--- config.mk ---
export PLATFORM = sky130hd
export DESIGN_NAME = bfb_flash_if
export DESIGN_NICKNAME = d
export VERILOG_FILES = /design/src/shared/bfb_pkg.sv /design/src/shared/bfb_word_if.sv /design/src/verilog/bfb_pair_buf.sv /design/src/verilog/bfb_burst_ctr.sv /design/src/verilog/bfb_flash_if.sv
export VERILOG_INCLUDE_DIRS = /design/src /design/src/shared
export SDC_FILE = /design/constraint.sdc
export NUM_CORES = 2
export LEC_CHECK = 0
export BUFFER_PORTS_ARGS = -buffer_cell sky130_fd_sc_hd__clkbuf_2
export CORE_UTILIZATION = 34
export DETAILED_ROUTE_END_ITERATION = 7
export HOLD_SLACK_MARGIN = 0.12
export SLEW_MARGIN = 5
export SYNTH_ARGS = -nofsm -noshare
export SYNTH_HDL_FRONTEND = slang
export SYNTH_SLANG_ARGS = --single-unit
--- constraint.sdc ---
create_clock -name clock -period 8.7 [get_ports clock]
set_input_delay 0.87 -clock clock [delete_from_list [all_inputs] [get_ports clock]]
set_output_delay 0.87 -clock clock [all_outputs]
set_load 0.01 [all_outputs]
--- src/shared/bfb_regs.svh ---
// Purpose: constants of the burst flash bus interface
// Assumes: word addressing, 16-bit data, 100 MHz core clock
// Notes: plain defines, no logic
// Behaviour
// [RULE_01] Array splits into equal 64-Kword erase blocks
// [RULE_02] Block is 512 rows, 16 eight-word groups
// [RULE_03] Page reads 8 words, bursts 8 or 16; code fetches one word (BFB_ASYNC_WORDS) per async read
// [RULE_04] Address captured on reads and on writes
// [RULE_05] Data bus floats unless selected and read-enabled
// [RULE_06] Deselect floats data and wait outputs
// [RULE_07] Data drivers on only while output enable low
// [RULE_08] Address and data taken at write strobe rise
// [RULE_09] Device reset low clears logic, refuses writes
// [RULE_10] Reset exit gives asynchronous array reads
// [RULE_11] Guard low: locked-down blocks ignore unlock
// [RULE_12] Guard high overrides lock-down for program, erase
// [RULE_13] Sync address latched at first strobe rise or edge
// [RULE_14] Bus clock steps burst address and output data
// [RULE_15] Unused bus clock is tied high by board
// [RULE_16] Permit low rejects every program and erase
// [RULE_17] Status flag defaults to level ready/busy mode
// [RULE_18] Pulse modes flag program and/or erase completion
// [RULE_19] Wait flags burst cycles without valid data
// [RULE_20] Wait floats when deselected, ignores output enable
// [RULE_21] Read configuration governs every following burst
`ifndef BFB_REGS_SVH
`define BFB_REGS_SVH
`define BFB_ADDR_W 24
`define BFB_BLOCK_AW 16
`define BFB_ROW_LSB 7
`define BFB_GROUP_LSB 3
`define BFB_CMD_READ_ARRAY 8'hFF
`define BFB_CMD_READ_STATUS 8'h70
`define BFB_CMD_CLEAR_STATUS 8'h50
`define BFB_CMD_CFG_SETUP 8'h60
`define BFB_CMD_CFG_RCR 8'h03
`define BFB_CMD_LOCK 8'h01
`define BFB_CMD_UNLOCK 8'hD0
`define BFB_CMD_LOCKDOWN 8'h2F
`define BFB_CMD_PROGRAM 8'h40
`define BFB_CMD_ERASE 8'h20
`define BFB_CMD_CONFIRM 8'hD0
`define BFB_CMD_STS_CFG 8'hB8
`define BFB_RCR_RESET 16'h9042
`define BFB_RCR_ASYNC 15
`define BFB_RCR_LAT_MSB 13
`define BFB_RCR_LAT_LSB 11
`define BFB_RCR_WAIT_POL 10
`define BFB_RCR_CLK_RISE 6
`define BFB_RCR_LEN16 3'h3
`define BFB_WRAP_MASK_8 4'h7
`define BFB_WRAP_MASK_16 4'hF
`define BFB_BURST_SHORT 5'h08
`define BFB_BURST_LONG 5'h10
`define BFB_ASYNC_WORDS 5'h01
`define BFB_SR_READY 7
`define BFB_SR_PERMIT_ERR 3
`define BFB_SR_LOCK_ERR 1
`define BFB_CLK_PERIOD_NS 10
`define BFB_STS_PULSE_NS 250
`define BFB_STS_PULSE_CYC \
  ((`BFB_STS_PULSE_NS + `BFB_CLK_PERIOD_NS - 1) / `BFB_CLK_PERIOD_NS)
`endif

--- src/shared/bfb_pkg.sv ---
// Purpose: types of the burst flash bus interface
// Assumes: constants come from bfb_regs.svh
// Notes: one-hot state codes; status mode codes are binary
package bfb_pkg;
  typedef enum logic [2:0] {BFB_ST_IDLE = 3'h1, BFB_ST_LAT = 3'h2,
    BFB_ST_BURST = 3'h4} bfb_burst_state_t;
  typedef enum logic [4:0] {BFB_PD_NONE = 5'h01, BFB_PD_CFG = 5'h02,
    BFB_PD_PROG = 5'h04, BFB_PD_ERASE = 5'h08,
    BFB_PD_STS = 5'h10} bfb_pend_t;
  typedef enum logic [1:0] {BFB_SRC_ARRAY = 2'h1,
    BFB_SRC_STATUS = 2'h2} bfb_src_t;
  typedef enum logic [1:0] {BFB_STS_LEVEL = 2'h0, BFB_STS_ERASE = 2'h1,
    BFB_STS_PROG = 2'h2, BFB_STS_BOTH = 2'h3} bfb_sts_mode_t;
endpackage : bfb_pkg

--- src/shared/bfb_word_if.sv ---
// Purpose: valid/ready word carrier between internal modules
// Assumes: single clock
// Notes: src drives valid and data, snk drives ready
`timescale 1ns/100ps
interface bfb_word_if #(parameter int W = 16) ();
  logic valid;
  logic ready;
  logic [W-1:0] data;
  modport src (output valid, output data, input ready);
  modport snk (input valid, input data, output ready);
endinterface : bfb_word_if

--- src/verilog/bfb_pair_buf.sv ---
// Purpose: small FIFO between array answers and the output stage
// Assumes: DEPTH is a power of two
// Notes: flush drops contents and any push in the same cycle
`timescale 1ns/100ps
`include "bfb_regs.svh"
module bfb_pair_buf #(parameter int W = 16, parameter int DEPTH = 2) (
  input wire logic clock,
  input wire logic nrst,
  input wire logic flush,
  bfb_word_if.snk inp,
  bfb_word_if.src outp
);
  localparam int PW = $clog2(DEPTH);
  logic [W-1:0] mem [DEPTH];
  logic [PW-1:0] wp;
  logic [PW-1:0] rp;
  logic [PW:0] cnt;
  wire push = inp.valid && inp.ready;
  wire pop = outp.valid && outp.ready;
  assign inp.ready = cnt != (PW+1)'(DEPTH);
  assign outp.valid = cnt != '0;
  assign outp.data = mem[rp];
  always_ff @(posedge clock) begin
    if (push) mem[wp] <= inp.data;
  end
  always_ff @(posedge clock or negedge nrst) begin
    if (!nrst) begin
      wp <= '0;
      rp <= '0;
      cnt <= '0;
    end else if (flush) begin
      wp <= '0;
      rp <= '0;
      cnt <= '0;
    end else begin
      if (push) wp <= wp + 1'b1;
      if (pop) rp <= rp + 1'b1;
      cnt <= cnt + (PW+1)'(push) - (PW+1)'(pop);
    end
  end
endmodule : bfb_pair_buf

--- src/verilog/bfb_burst_ctr.sv ---
// Purpose: burst address generator with 8 or 16 word wrap
// Assumes: a burst may start on any word and wraps inside its own length
// Notes: upper address bits never change inside a burst
`timescale 1ns/100ps
`include "bfb_regs.svh"
module bfb_burst_ctr #(parameter int ADDR_W = `BFB_ADDR_W) (
  input wire logic clock,
  input wire logic nrst,
  input wire logic load,
  input wire logic [ADDR_W-1:0] load_addr,
  input wire logic inc,
  input wire logic len16,
  output logic [ADDR_W-1:0] addr
);
  logic [3:0] mask;
  logic [3:0] low_next;
  assign mask = len16 ? `BFB_WRAP_MASK_16 : `BFB_WRAP_MASK_8;
  assign low_next = ((addr[3:0] + 4'h1) & mask) | (addr[3:0] & ~mask);
  always_ff @(posedge clock or negedge nrst) begin
    if (!nrst) addr <= '0;
    else if (load) addr <= load_addr;
    else if (inc) addr <= {addr[ADDR_W-1:4], low_next}; // RULE_14
  end
endmodule : bfb_burst_ctr

--- src/verilog/bfb_flash_if.sv ---
// Purpose: bus interface of a parallel burst NOR flash
// Assumes: all pins sampled on clock; array and write engine outside
// Notes: open-drain flag pulls low while state_machine_flag_oe is high
`timescale 1ns/100ps
`include "bfb_regs.svh"
module bfb_flash_if
  import bfb_pkg::*;
#(
  parameter int ADDR_W = `BFB_ADDR_W,
  parameter int LAT_W = 3
) (
  input wire logic clock,
  input wire logic nrst,
  input wire logic device_reset_n,
  input wire logic chip_enable_n,
  input wire logic output_enable_n,
  input wire logic write_strobe_n,
  input wire logic addr_valid_strobe_n,
  input wire logic bus_clk,
  input wire logic lockdown_guard_n,
  input wire logic program_erase_permit,
  input wire logic [ADDR_W-1:0] addr,
  input wire logic [15:0] data_in,
  output logic [15:0] data_out,
  output logic data_oe,
  output logic wait_out,
  output logic wait_oe,
  output logic state_machine_flag_oe,
  output logic arr_req,
  output logic [ADDR_W-1:0] arr_addr,
  input wire logic arr_ack,
  input wire logic [15:0] arr_data,
  output logic pe_req,
  output logic pe_erase,
  output logic [ADDR_W-1:0] pe_addr,
  output logic [15:0] pe_data,
  input wire logic wsm_busy,
  input wire logic wsm_prog_done,
  input wire logic wsm_erase_done
);
  localparam int BLK_W = ADDR_W - `BFB_BLOCK_AW;
  localparam int NUM_BLOCKS = 1 << BLK_W;

  logic we_q;
  logic adv_q;
  logic bclk_q;
  logic lat_done;
  logic [ADDR_W-1:0] lat_addr;
  logic [15:0] rcr;
  bfb_src_t rd_src;
  bfb_pend_t pend;
  bfb_sts_mode_t sts_mode;
  logic permit_err;
  logic lock_err;
  logic locked [NUM_BLOCKS];
  logic down [NUM_BLOCKS];
  bfb_burst_state_t state;
  logic [LAT_W-1:0] lat_cnt;
  logic [4:0] fetch_left;
  logic [4:0] out_left;
  logic outstanding;
  logic drop;
  logic word_ok;
  logic [7:0] pulse_cnt;
  logic [ADDR_W-1:0] fetch_addr;

  // Decode of the sampled pins
  wire [7:0] cmd = data_in[7:0];
  wire sync_mode = !rcr[`BFB_RCR_ASYNC];
  wire len16 = rcr[2:0] == `BFB_RCR_LEN16;
  wire [4:0] burst_words = len16 ? `BFB_BURST_LONG : `BFB_BURST_SHORT; // RULE_03
  wire we_rise = !we_q && write_strobe_n && !chip_enable_n
    && device_reset_n; // RULE_08 RULE_09
  wire cfg_wr = we_rise && pend == BFB_PD_CFG;
  wire [BLK_W-1:0] cur_blk = addr[ADDR_W-1:`BFB_BLOCK_AW]; // RULE_01
  // Row field is for reference; 8-word bursts wrap inside a group, 16-word bursts inside two
  wire [8:0] cur_row = addr[`BFB_BLOCK_AW-1:`BFB_ROW_LSB]; // RULE_02
  wire pe_blocked = locked[cur_blk]
    && !(down[cur_blk] && lockdown_guard_n); // RULE_12
  wire pe_ok = program_erase_permit && !pe_blocked && !wsm_busy; // RULE_16
  // A board that ties the clock high simply never produces an edge
  wire bclk_edge = rcr[`BFB_RCR_CLK_RISE] ? (bus_clk && !bclk_q)
    : (!bus_clk && bclk_q); // RULE_15
  wire adv_low = !addr_valid_strobe_n && !chip_enable_n;
  wire adv_rise = !adv_q && addr_valid_strobe_n && !chip_enable_n;
  wire sync_start = sync_mode && !lat_done
    && ((adv_low && bclk_edge) || adv_rise); // RULE_13
  wire async_start = !sync_mode && !chip_enable_n && write_strobe_n
    && (!lat_done || (adv_low && addr != lat_addr)); // RULE_04 RULE_03
  wire start = device_reset_n && (sync_start || async_start);
  wire issue;
  wire pop;
  wire inval = state == BFB_ST_LAT
    || (state == BFB_ST_BURST && !word_ok); // RULE_19
  wire done_ev = (wsm_prog_done
      && (sts_mode == BFB_STS_PROG || sts_mode == BFB_STS_BOTH))
    || (wsm_erase_done
      && (sts_mode == BFB_STS_ERASE || sts_mode == BFB_STS_BOTH));
  wire [15:0] status_word = (16'(!wsm_busy) << `BFB_SR_READY)
    | (16'(permit_err) << `BFB_SR_PERMIT_ERR)
    | (16'(lock_err) << `BFB_SR_LOCK_ERR);

  bfb_word_if #(.W(16)) fill_if ();
  bfb_word_if #(.W(16)) drain_if ();
  // A stalled output stage holds the buffer full, which stops issue
  assign fill_if.valid = arr_ack && !drop;
  assign fill_if.data = arr_data;
  assign drain_if.ready = pop;
  assign pop = drain_if.valid && rd_src == BFB_SRC_ARRAY
    && (sync_mode ? (state == BFB_ST_BURST && bclk_edge) : 1'b1); // RULE_14
  assign issue = fetch_left != 5'h00 && !outstanding && fill_if.ready
    && !start;

  bfb_pair_buf #(.W(16), .DEPTH(2)) u_buf (
    .clock(clock),
    .nrst(nrst),
    .flush(start),
    .inp(fill_if),
    .outp(drain_if)
  );

  bfb_burst_ctr #(.ADDR_W(ADDR_W)) u_ctr (
    .clock(clock),
    .nrst(nrst),
    .load(start),
    .load_addr(addr),
    .inc(issue),
    .len16(len16),
    .addr(fetch_addr)
  );

  // Pin history for edge detection
  always_ff @(posedge clock or negedge nrst) begin
    if (!nrst) begin
      we_q <= 1'b1;
      adv_q <= 1'b1;
      bclk_q <= 1'b1;
    end else begin
      we_q <= write_strobe_n;
      adv_q <= addr_valid_strobe_n;
      bclk_q <= bus_clk;
    end
  end

  // Read address latch, frozen until the next strobe or deselect, or an async address change under a low strobe
  always_ff @(posedge clock or negedge nrst) begin
    if (!nrst) begin
      lat_addr <= '0;
      lat_done <= 1'b0;
    end else if (start) begin
      lat_addr <= addr; // RULE_04 RULE_13
      lat_done <= 1'b1;
    end else if (chip_enable_n || !device_reset_n || (adv_q && adv_low)) begin
      lat_done <= 1'b0;
    end
  end

  // Array fetch: one request in flight, stale answers dropped
  always_ff @(posedge clock or negedge nrst) begin
    if (!nrst) begin
      fetch_left <= 5'h00;
      outstanding <= 1'b0;
      drop <= 1'b0;
      arr_req <= 1'b0;
      arr_addr <= '0;
    end else begin
      arr_req <= 1'b0;
      if (arr_ack) begin
        outstanding <= 1'b0;
        drop <= 1'b0;
      end
      if (!device_reset_n) begin
        fetch_left <= 5'h00;
      end else if (start) begin
        fetch_left <= sync_mode ? burst_words : `BFB_ASYNC_WORDS; // RULE_21
        drop <= outstanding && !arr_ack;
      end else if (issue) begin
        fetch_left <= fetch_left - 5'h01;
        outstanding <= 1'b1;
        arr_req <= 1'b1;
        arr_addr <= fetch_addr;
      end
    end
  end

  // Burst sequencing: latency, then one word per active edge
  always_ff @(posedge clock or negedge nrst) begin
    if (!nrst) begin
      state <= BFB_ST_IDLE;
      lat_cnt <= '0;
      out_left <= 5'h00;
      word_ok <= 1'b0;
    end else if (!device_reset_n) begin
      state <= BFB_ST_IDLE;
      word_ok <= 1'b0;
    end else if (start && sync_mode) begin
      state <= BFB_ST_LAT;
      lat_cnt <= LAT_W'(rcr[`BFB_RCR_LAT_MSB:`BFB_RCR_LAT_LSB]); // RULE_21
      out_left <= burst_words;
      word_ok <= 1'b0;
    end else if (chip_enable_n) begin
      state <= BFB_ST_IDLE;
      word_ok <= 1'b0;
    end else begin
      case (state)
        BFB_ST_IDLE: begin
          word_ok <= 1'b0;
        end
        BFB_ST_LAT: begin
          if (bclk_edge) begin
            if (lat_cnt <= LAT_W'(1)) state <= BFB_ST_BURST;
            else lat_cnt <= lat_cnt - LAT_W'(1);
          end
        end
        BFB_ST_BURST: begin
          if (bclk_edge) begin
            word_ok <= pop; // RULE_19
            if (pop) begin
              out_left <= out_left - 5'h01;
              if (out_left == 5'h01) state <= BFB_ST_IDLE;
            end
          end
        end
        default: state <= BFB_ST_IDLE;
      endcase
    end
  end

  // Pin drivers
  always_ff @(posedge clock or negedge nrst) begin
    if (!nrst) begin
      data_out <= 16'h0000;
      data_oe <= 1'b0;
      wait_out <= 1'b0;
      wait_oe <= 1'b0;
    end else begin
      if (pop) data_out <= drain_if.data;
      else if (rd_src == BFB_SRC_STATUS) data_out <= status_word;
      data_oe <= !chip_enable_n && !output_enable_n && write_strobe_n
        && device_reset_n; // RULE_05 RULE_06 RULE_07
      wait_oe <= !chip_enable_n; // RULE_06 RULE_20
      wait_out <= rcr[`BFB_RCR_WAIT_POL] ? inval : !inval; // RULE_19
    end
  end

  // Command decode on write strobe rise
  always_ff @(posedge clock or negedge nrst) begin
    if (!nrst) begin
      rcr <= `BFB_RCR_RESET;
      rd_src <= BFB_SRC_ARRAY;
      pend <= BFB_PD_NONE;
      sts_mode <= BFB_STS_LEVEL;
      permit_err <= 1'b0;
      lock_err <= 1'b0;
      pe_req <= 1'b0;
      pe_erase <= 1'b0;
      pe_addr <= '0;
      pe_data <= 16'h0000;
    end else if (!device_reset_n) begin
      rcr <= `BFB_RCR_RESET; // RULE_10
      rd_src <= BFB_SRC_ARRAY; // RULE_10
      pend <= BFB_PD_NONE;
      sts_mode <= BFB_STS_LEVEL; // RULE_17
      permit_err <= 1'b0;
      lock_err <= 1'b0;
      pe_req <= 1'b0; // RULE_09
    end else begin
      pe_req <= 1'b0;
      if (we_rise) begin
        pend <= BFB_PD_NONE;
        case (pend)
          BFB_PD_NONE: begin
            case (cmd)
              `BFB_CMD_READ_ARRAY: rd_src <= BFB_SRC_ARRAY;
              `BFB_CMD_READ_STATUS: rd_src <= BFB_SRC_STATUS;
              `BFB_CMD_CLEAR_STATUS: begin
                permit_err <= 1'b0;
                lock_err <= 1'b0;
              end
              `BFB_CMD_CFG_SETUP: pend <= BFB_PD_CFG;
              `BFB_CMD_PROGRAM: pend <= BFB_PD_PROG;
              `BFB_CMD_ERASE: pend <= BFB_PD_ERASE;
              `BFB_CMD_STS_CFG: pend <= BFB_PD_STS;
              default: rd_src <= rd_src;
            endcase
          end
          BFB_PD_CFG: begin
            if (cmd == `BFB_CMD_CFG_RCR) rcr <= addr[15:0]; // RULE_21
          end
          BFB_PD_PROG, BFB_PD_ERASE: begin
            rd_src <= BFB_SRC_STATUS;
            if (pend == BFB_PD_PROG || cmd == `BFB_CMD_CONFIRM) begin
              if (pe_ok) begin
                pe_req <= 1'b1; // RULE_08 RULE_16
                pe_erase <= pend == BFB_PD_ERASE;
                pe_addr <= addr; // RULE_04
                pe_data <= data_in;
              end else if (!program_erase_permit) begin
                permit_err <= 1'b1; // RULE_16
              end else if (pe_blocked) begin
                lock_err <= 1'b1;
              end
            end
          end
          BFB_PD_STS: sts_mode <= bfb_sts_mode_t'(data_in[1:0]); // RULE_18
          default: pend <= BFB_PD_NONE;
        endcase
      end
    end
  end

  // Per-block lock state; blocks come up locked
  for (genvar b = 0; b < NUM_BLOCKS; b++) begin : g_blk
    always_ff @(posedge clock or negedge nrst) begin
      if (!nrst) begin
        locked[b] <= 1'b1;
        down[b] <= 1'b0;
      end else if (!device_reset_n) begin
        locked[b] <= 1'b1;
        down[b] <= 1'b0;
      end else if (cfg_wr && cur_blk == BLK_W'(b)) begin
        case (cmd)
          `BFB_CMD_LOCK: locked[b] <= 1'b1;
          `BFB_CMD_LOCKDOWN: begin
            locked[b] <= 1'b1;
            down[b] <= 1'b1;
          end
          `BFB_CMD_UNLOCK: begin
            if (!(down[b] && !lockdown_guard_n)) locked[b] <= 1'b0; // RULE_11
          end
          default: locked[b] <= locked[b];
        endcase
      end
    end
  end

  // Status flag: level busy, or a fixed pulse on completion
  always_ff @(posedge clock or negedge nrst) begin
    if (!nrst) begin
      pulse_cnt <= 8'h00;
      state_machine_flag_oe <= 1'b0;
    end else begin
      if (done_ev) pulse_cnt <= 8'(`BFB_STS_PULSE_CYC); // RULE_18
      else if (pulse_cnt != 8'h00) pulse_cnt <= pulse_cnt - 8'h01;
      state_machine_flag_oe <= (sts_mode == BFB_STS_LEVEL) ? wsm_busy
        : (pulse_cnt != 8'h00); // RULE_17 RULE_18
    end
  end
endmodule : bfb_flash_if

Yosys cells after proc, flatten, opt, wreduce, memory -nomap -nowiden

Memory sizes are Yosys's and may differ from the RTL's.
Index checks and enable logic that the tools add are counted.

Add/sub/neg operators: 9
Magnitude comparators: 2
Equal/unequal tests: 819
Muxes and demuxes: 1,636
Bitwise gates (word level): 8
Reduce and logical (&&, ||, !) cells: 1,121

Operator list:

| kind                                                            | number |
|---|---|
| 1-bit two-way mux                                               | 1,328 |
| 8-bit == test, second input constant                            | 131 |
| 3-bit != test, second input constant                            | 262 |
| 3-bit AND reduction                                             | 259 |
| 1-bit logical AND                                               | 551 |
| 8-bit by 7-bit == test with 1-bit output, second input constant | 68 |
| 2-bit by 1-bit != test with 1-bit output, second input constant | 262 |
| 1-bit one-hot mux with 2 select lines                           | 259 |
| 2-bit AND reduction                                             | 258 |
| 8-bit by 6-bit == test with 1-bit output, second input constant | 34 |
| 8-bit by 5-bit == test with 1-bit output, second input constant | 16 |
| 16-bit two-way mux                                              | 6 |
| 5-bit two-way mux                                               | 13 |
| 8-bit by 4-bit == test with 1-bit output, second input constant | 8 |
| 3-bit two-way mux                                               | 13 |
| 8-bit by 3-bit == test with 1-bit output, second input constant | 4 |
| 8-bit by 2-bit == test with 1-bit output, second input constant | 3 |
| 24-bit two-way mux                                              | 1 |
| 24-bit != test                                                  | 1 |
| 2-bit nonzero test                                              | 11 |
| 1-bit logical NOT                                               | 20 |
| 5-bit one-hot mux with 4 select lines                           | 1 |
| 1-bit binary-select mux with 8-bit select                       | 2 |
| 8-bit by 1-bit == test with 1-bit output, second input constant | 2 |
| 48 further kinds                                                | 82 |

Register bits: 709
RAM bits: 32
Bits of input ports: 70
Output and inout port bits: 87
Logic and storage cells: 4,143
Memories kept: 1

Memories:

| memory    | depth | width | rd ports | clocked after Yosys merged registers in | write ports | RTL line           | RTL |
|---|---|---|---|---|---|---|---|
| u_buf.mem | 2     | 16    | 1        | 0                                       | 1           | bfb_pair_buf.sv:14 | `logic [W-1:0] mem [DEPTH];` |

Depth between registers and ports, before layout

Depth in word-level cells: 15
Gate-level depth with buffers: 15
Mapped depth without buffers: 12

Cells and area by module

A second synthesis with hierarchy kept.

Cells, all modules: 4,251
Area, all modules: 38,712.1 µm²

By module, submodules not included:

| module        | instances | cells each | area an instance (µm²) | sequential area each (µm²) |
|---|---|---|---|---|
| bfb_flash_if  | 1         | 4,113      | 36,323.6               | 17,199.0 |
| bfb_pair_buf  | 1         | 73         | 1,441.4                | 1,061.0 |
| bfb_burst_ctr | 1         | 65         | 947.2                  | 600.6 |

Least setup slack after synthesis

No wires, ideal clock.

Kind: input to register
Start point: in addr[17]
End point: reg pe_addr[0]
Library setup time: 0.125 ns
Arrival: 3.486 ns
Required time: 8.575 ns
Setup slack: 5.089 ns
Cell stages on the path: 13
Cells stage by stage: buf_6 > buf_8 > buf_6 > buf_4 > buf_2 > mux4_2 > a22oi_1 > a31oi_1 > nor3_1 > a31oi_1 > o31ai_4 > buf_6 > mux2_4

Longest elaborated chain between the ends: 11
Elaborated cells between the ends (all ways): 14
Classes of those cells: mux (6); bitwise (1); reduce/logical (7)

Ends and longest elaborated chain:

| item                                                  | RTL line                               | RTL |
|---|---|---|
| from (decl)                                           | bfb_flash_if.sv:22                     | `input wire logic [ADDR_W-1:0] addr,` |
| 8-bit NOT with 9-bit output (not written as such) *   | bfb_flash_if.sv:78, bfb_flash_if.sv:79 |  |
| 1-bit binary-select mux with 8-bit select             | bfb_flash_if.sv:79                     | `&& !(down[cur_blk] && lockdown_guard_n);` |
| 1-bit two-way mux (not written as such) (2 in series) | bfb_flash_if.sv:79                     |  |
| 1-bit logical AND                                     | bfb_flash_if.sv:79                     |  |
| 1-bit logical NOT                                     | bfb_flash_if.sv:79                     |  |
| 1-bit logical AND *                                   | bfb_flash_if.sv:79                     |  |
| 1-bit logical NOT *                                   | bfb_flash_if.sv:80                     | `wire pe_ok = program_erase_permit && !pe_blocked && !wsm_busy;` |
| 1-bit logical AND * (2 in series)                     | bfb_flash_if.sv:80                     |  |
| 5-bit AND reduction (no line) *                       | n/a                                    |  |
| to (signal assigned)                                  | bfb_flash_if.sv:296                    | `pe_addr <= addr;` |
| to (decl)                                             | bfb_flash_if.sv:35                     | `output logic [ADDR_W-1:0] pe_addr,` |

Every way passes the cells marked *; elsewhere a longest branch is shown, timed or not. The select of a mux whose other input is x is not followed.
A chain may end at the register's enable or synchronous reset.

Worst setup path in the final report

Start point: in addr[19]
End point: reg pe_addr[19]

Longest elaborated chain between the ends: 11
Elaborated cells between the ends (all ways): 14
Classes of those cells: mux (6); bitwise (1); reduce/logical (7)

Ends and longest elaborated chain:

| item                                                  | RTL line |
|---|---|
| 8-bit NOT with 9-bit output (not written as such)     | bfb_flash_if.sv:78, bfb_flash_if.sv:79 |
| 1-bit binary-select mux with 8-bit select             | bfb_flash_if.sv:79 |
| 1-bit two-way mux (not written as such) (2 in series) | bfb_flash_if.sv:79 |
| 1-bit logical AND                                     | bfb_flash_if.sv:79 |
| 1-bit logical NOT                                     | bfb_flash_if.sv:79 |
| 1-bit logical AND                                     | bfb_flash_if.sv:79 |
| 1-bit logical NOT                                     | bfb_flash_if.sv:80 |
| 1-bit logical AND (2 in series)                       | bfb_flash_if.sv:80 |
| 5-bit AND reduction (no line)                         | n/a |

Parallel ways exist; a longest one is shown, timed or not. The select of a mux whose other input is x is not followed.

==> flow_summary.yaml <==
outcome:
  status: "finished clean"
power_and_ir_drop:
  p_leak_nw: 17.3
  internal-power_mw: 6.89
  powerDensity_nw_per_um2: 218
  swShare_pct: 26.5
  netSwitchingPower_mw: 2.48
  seq_power_share_pct: 43.8
  total_power_mw: 9.38
  p_comb_share_pct: 14.2
  peakVddDrop_uv: 138
  p_clk_share_pct: 42.0
clock_tree:
  path_clk_slew_ns: 0.06
  cts_root_buffer: "clkbuf_16"
  post_cts_buffers: 0
  clock_path_buffers: 3
  clock_latency_ns: 0.68
  cts.sinks: 734
  postCtsHoldBufs: 0
  cts-resized-gates: 0
  numCtsBuffers: 86
  cts_tree: "yes"
  htreeDepth: 3
critical_path:
  cp.arrival_ns: 5.81
  rr_worst_depth: 9
  cp_max_fo: 41
  worstPathRequired_ns: 9.24
  regToRegSetupSlack_ns: 4.69
  critPathCaptureType: "register"
  cp-start-kind: "primary input"
  crit_type: "in2reg"
  r2r_start: "locked[134]$_DFFE_PN1P_"
  cp-startpoint: "addr[19]"
  r2r_end: "pe_addr[19]$_DFFE_PN0P_"
route:
  postRouteAntennaNets: 0
  drc: 0
  drt_iter0_drc: 3283
  vias: 30200
  wl_mm: 122
  firstDrtPassIters: 6
  via_per_inst: 5.74
  routedWlPerCell_um: 23.2
placed_design:
  dpl.cell_count: 5091
  hpwl_mm: 70.4
  routabilityCongestion: 0.859
  port_buffers: 156
  pre_cts_ws_ns: 2.94
  dpl_cell_area_um2: 39900
timing:
  period_needed_ns: 5.26
  clock_skew_ns: 0.0290
  setup_viol: 0
  slew_headroom_pct: 10.1
  clock.fmax_mhz: 190
  setup_tns_ns: 0
  worst_slew_pin_slew_ns: 1.35
  slew_viol_final: 0
  rsz0062_at_grt: "false"
  finalCritPeriodShare_pct: 60.5
  setup_ws_ns: 3.44
  report.final.hold_viol_count: 0
  holdWs_ns: 0.201
die:
  design.die.area_um2: 113000
  ios: 157
  initial_core_util_pct: 34.4
  rows: 122
  dieWidth_um: 337
  die_height_um: 337
  core-area_um2: 111000
global_routing:
  grt_usage_pct: 21.3
  grt_pass1_wl_mm: 186
  antenna_found_initial: 3
  grt_overflow: 0
  grt_pass1_vias: 29400
  grt_start_max_net_pins: 219
yosys:
  synthArstFlopShare_pct: 95.6
  syn_area_um2: 38100
  ys_seq_area_share_pct: 49.5
  postSynthCellCount: 3692
  syn-num-nets: 3771
  synth-edff-count: 32
  ys_types: 87
  synth_warnings: 0
  ys_seq_elements: 734
  yosys_most_used_dff: "dfrtp_1"
  synth_area_per_cell_um2: 10.3
final_layout:
  nets: 3770
  postLayoutCoreUtil_pct: 38.7
  multi_input_area_um2: 17200
  layout_commonest_cell: "dfrtp_1"
  mostFrequentLayoutCells: "436 x dfrtp_1, 346 x o21ai_0, 344 x nand2_1"
  stdcell_area_um2: 43000
  area_delta_synth_final_pct: 12.7
  drive_gt1_share_pct: 22.5
  fillers: 10900
  finalNonFillerCells: 5253
  seq_area_um2: 18900
min_path:
  hold_path_class: "in2async"
run:
  cap_violations: 0
## flip-flops by register name (all words and copies together) (netlist names), 2 cells and up, named ones only
name        flops
lat_addr       24
rd_src          2
out_left        5
pulse_cnt       8
arr_addr       24
pe_data        16
data_out       16
lat_cnt         3
fetch_left      5
u_buf.mem      32
locked        256
rcr             9
state           3
down          256
sts_mode        2
u_ctr.addr     23
u_buf.cnt       2
pe_addr        24
pend            5
## per-layer routing
layer | global-route usage, % | vias up | wire length [um]
li1 | - | 13300 | -
met1 | 29.3 | 15400 | 53100
met2 | 33.3 | 1293 | 55600
met3 | 4.18 | 230 | 9540
met4 | 7.30 | 2 | 3850
met5 | 0 | - | 17
## critical path, stage by stage
cell       delay [ns]
buf_2            0.59
buf_4            0.66
nor2b_2          0.25
buf_4            0.40
a22oi_1          0.20
and3_1           0.21
a211o_1          0.29
a2111oi_2        0.66
nor4_2           0.21
o31ai_4          0.31
buf_4            0.69
mux2_2           0.41
## logic make-up (layout without fill, tap and decap cells)
logic type,count (synthesis),count (layout),synth area share (%)
muxes,327,327,12.3
xor gates and xnor gates,45,45,1.03
and+or+nand+nor,1005,1005,12.7
adders and majority gates,9,9,0.295
DFF,734,734,49.5
buffers and inverters,468,539,5.81
AOI/OAI and AO/OA,1104,1104,18.5
other,0,2,0
## power groups by stage
stage / Sequential (mW) / Clock, mW / Combinational (mW)
floorplan: 4.13 / 0 / 0.887
global placement: 4.15 / 0 / 1.32
detailed placement: 4.16 / 0 / 1.34
CTS: 4.11 / 4.00 / 1.34
global route: 4.15 / 4.13 / 1.47
finish: 4.10 / 3.94 / 1.34
## cell type report
| class | instances | share of cell area, % |
|---|---|---|
| Antenna cell | 2 | 0.0116 |
| Clock buffer | 134 | 6.13 |
| Clock inverter | 26 | 1.05 |
| Inverter | 155 | 1.37 |
| Multi-Input combinational cell | 2490 | 40.0 |
| Sequential cell | 734 | 43.9 |
| Tap cell | 1488 | 4.33 |
| Timing Repair Buffer | 224 | 3.23 |
## how the worst max path moves through the flow
stage	to	slack [ns]	cells after the start
2_1_floorplan	pe_addr[0]$_DFFE_PN0P_	5.09	13
3_3_place_gp	pe_addr[19]$_DFFE_PN0P_	2.97	12
3_5_place_dp	pe_addr[19]$_DFFE_PN0P_	2.94	10
4_1_cts	pe_addr[19]$_DFFE_PN0P_	3.63	12
5_1_grt	pe_addr[19]$_DFFE_PN0P_	3.41	12
6_report	pe_addr[19]$_DFFE_PN0P_	3.44	12
## cell usage after synthesis (all sizes together), types with 7 or more instances
master	number	share of area, %
a211oi	10	0.20
a21oi	280	3.7
a22o	74	1.7
a22oi	44	0.87
a31oi	7	0.11
a32o	108	2.8
and3	9	0.15
buf	70	1.4
clkbuf	243	2.9
dfrtp	436	29
dfstp	266	18
edfxtp	32	2.5
ha	9	0.30
inv	154	1.5
mux2	111	3.7
mux2i	134	3.5
mux4	82	5.1
nand2	345	3.4
nand2b	14	0.23
nand3	160	2.1
nand4	19	0.31
nor2	202	2.0
nor2b	169	2.8
nor3	26	0.34
nor3b	7	0.14
nor4	12	0.23
o211ai	13	0.27
o21a	132	2.6
o21ai	348	4.6
o22ai	61	1.0
xnor2	30	0.69
xor2	15	0.34
Power figures use the tool's default switching activity.
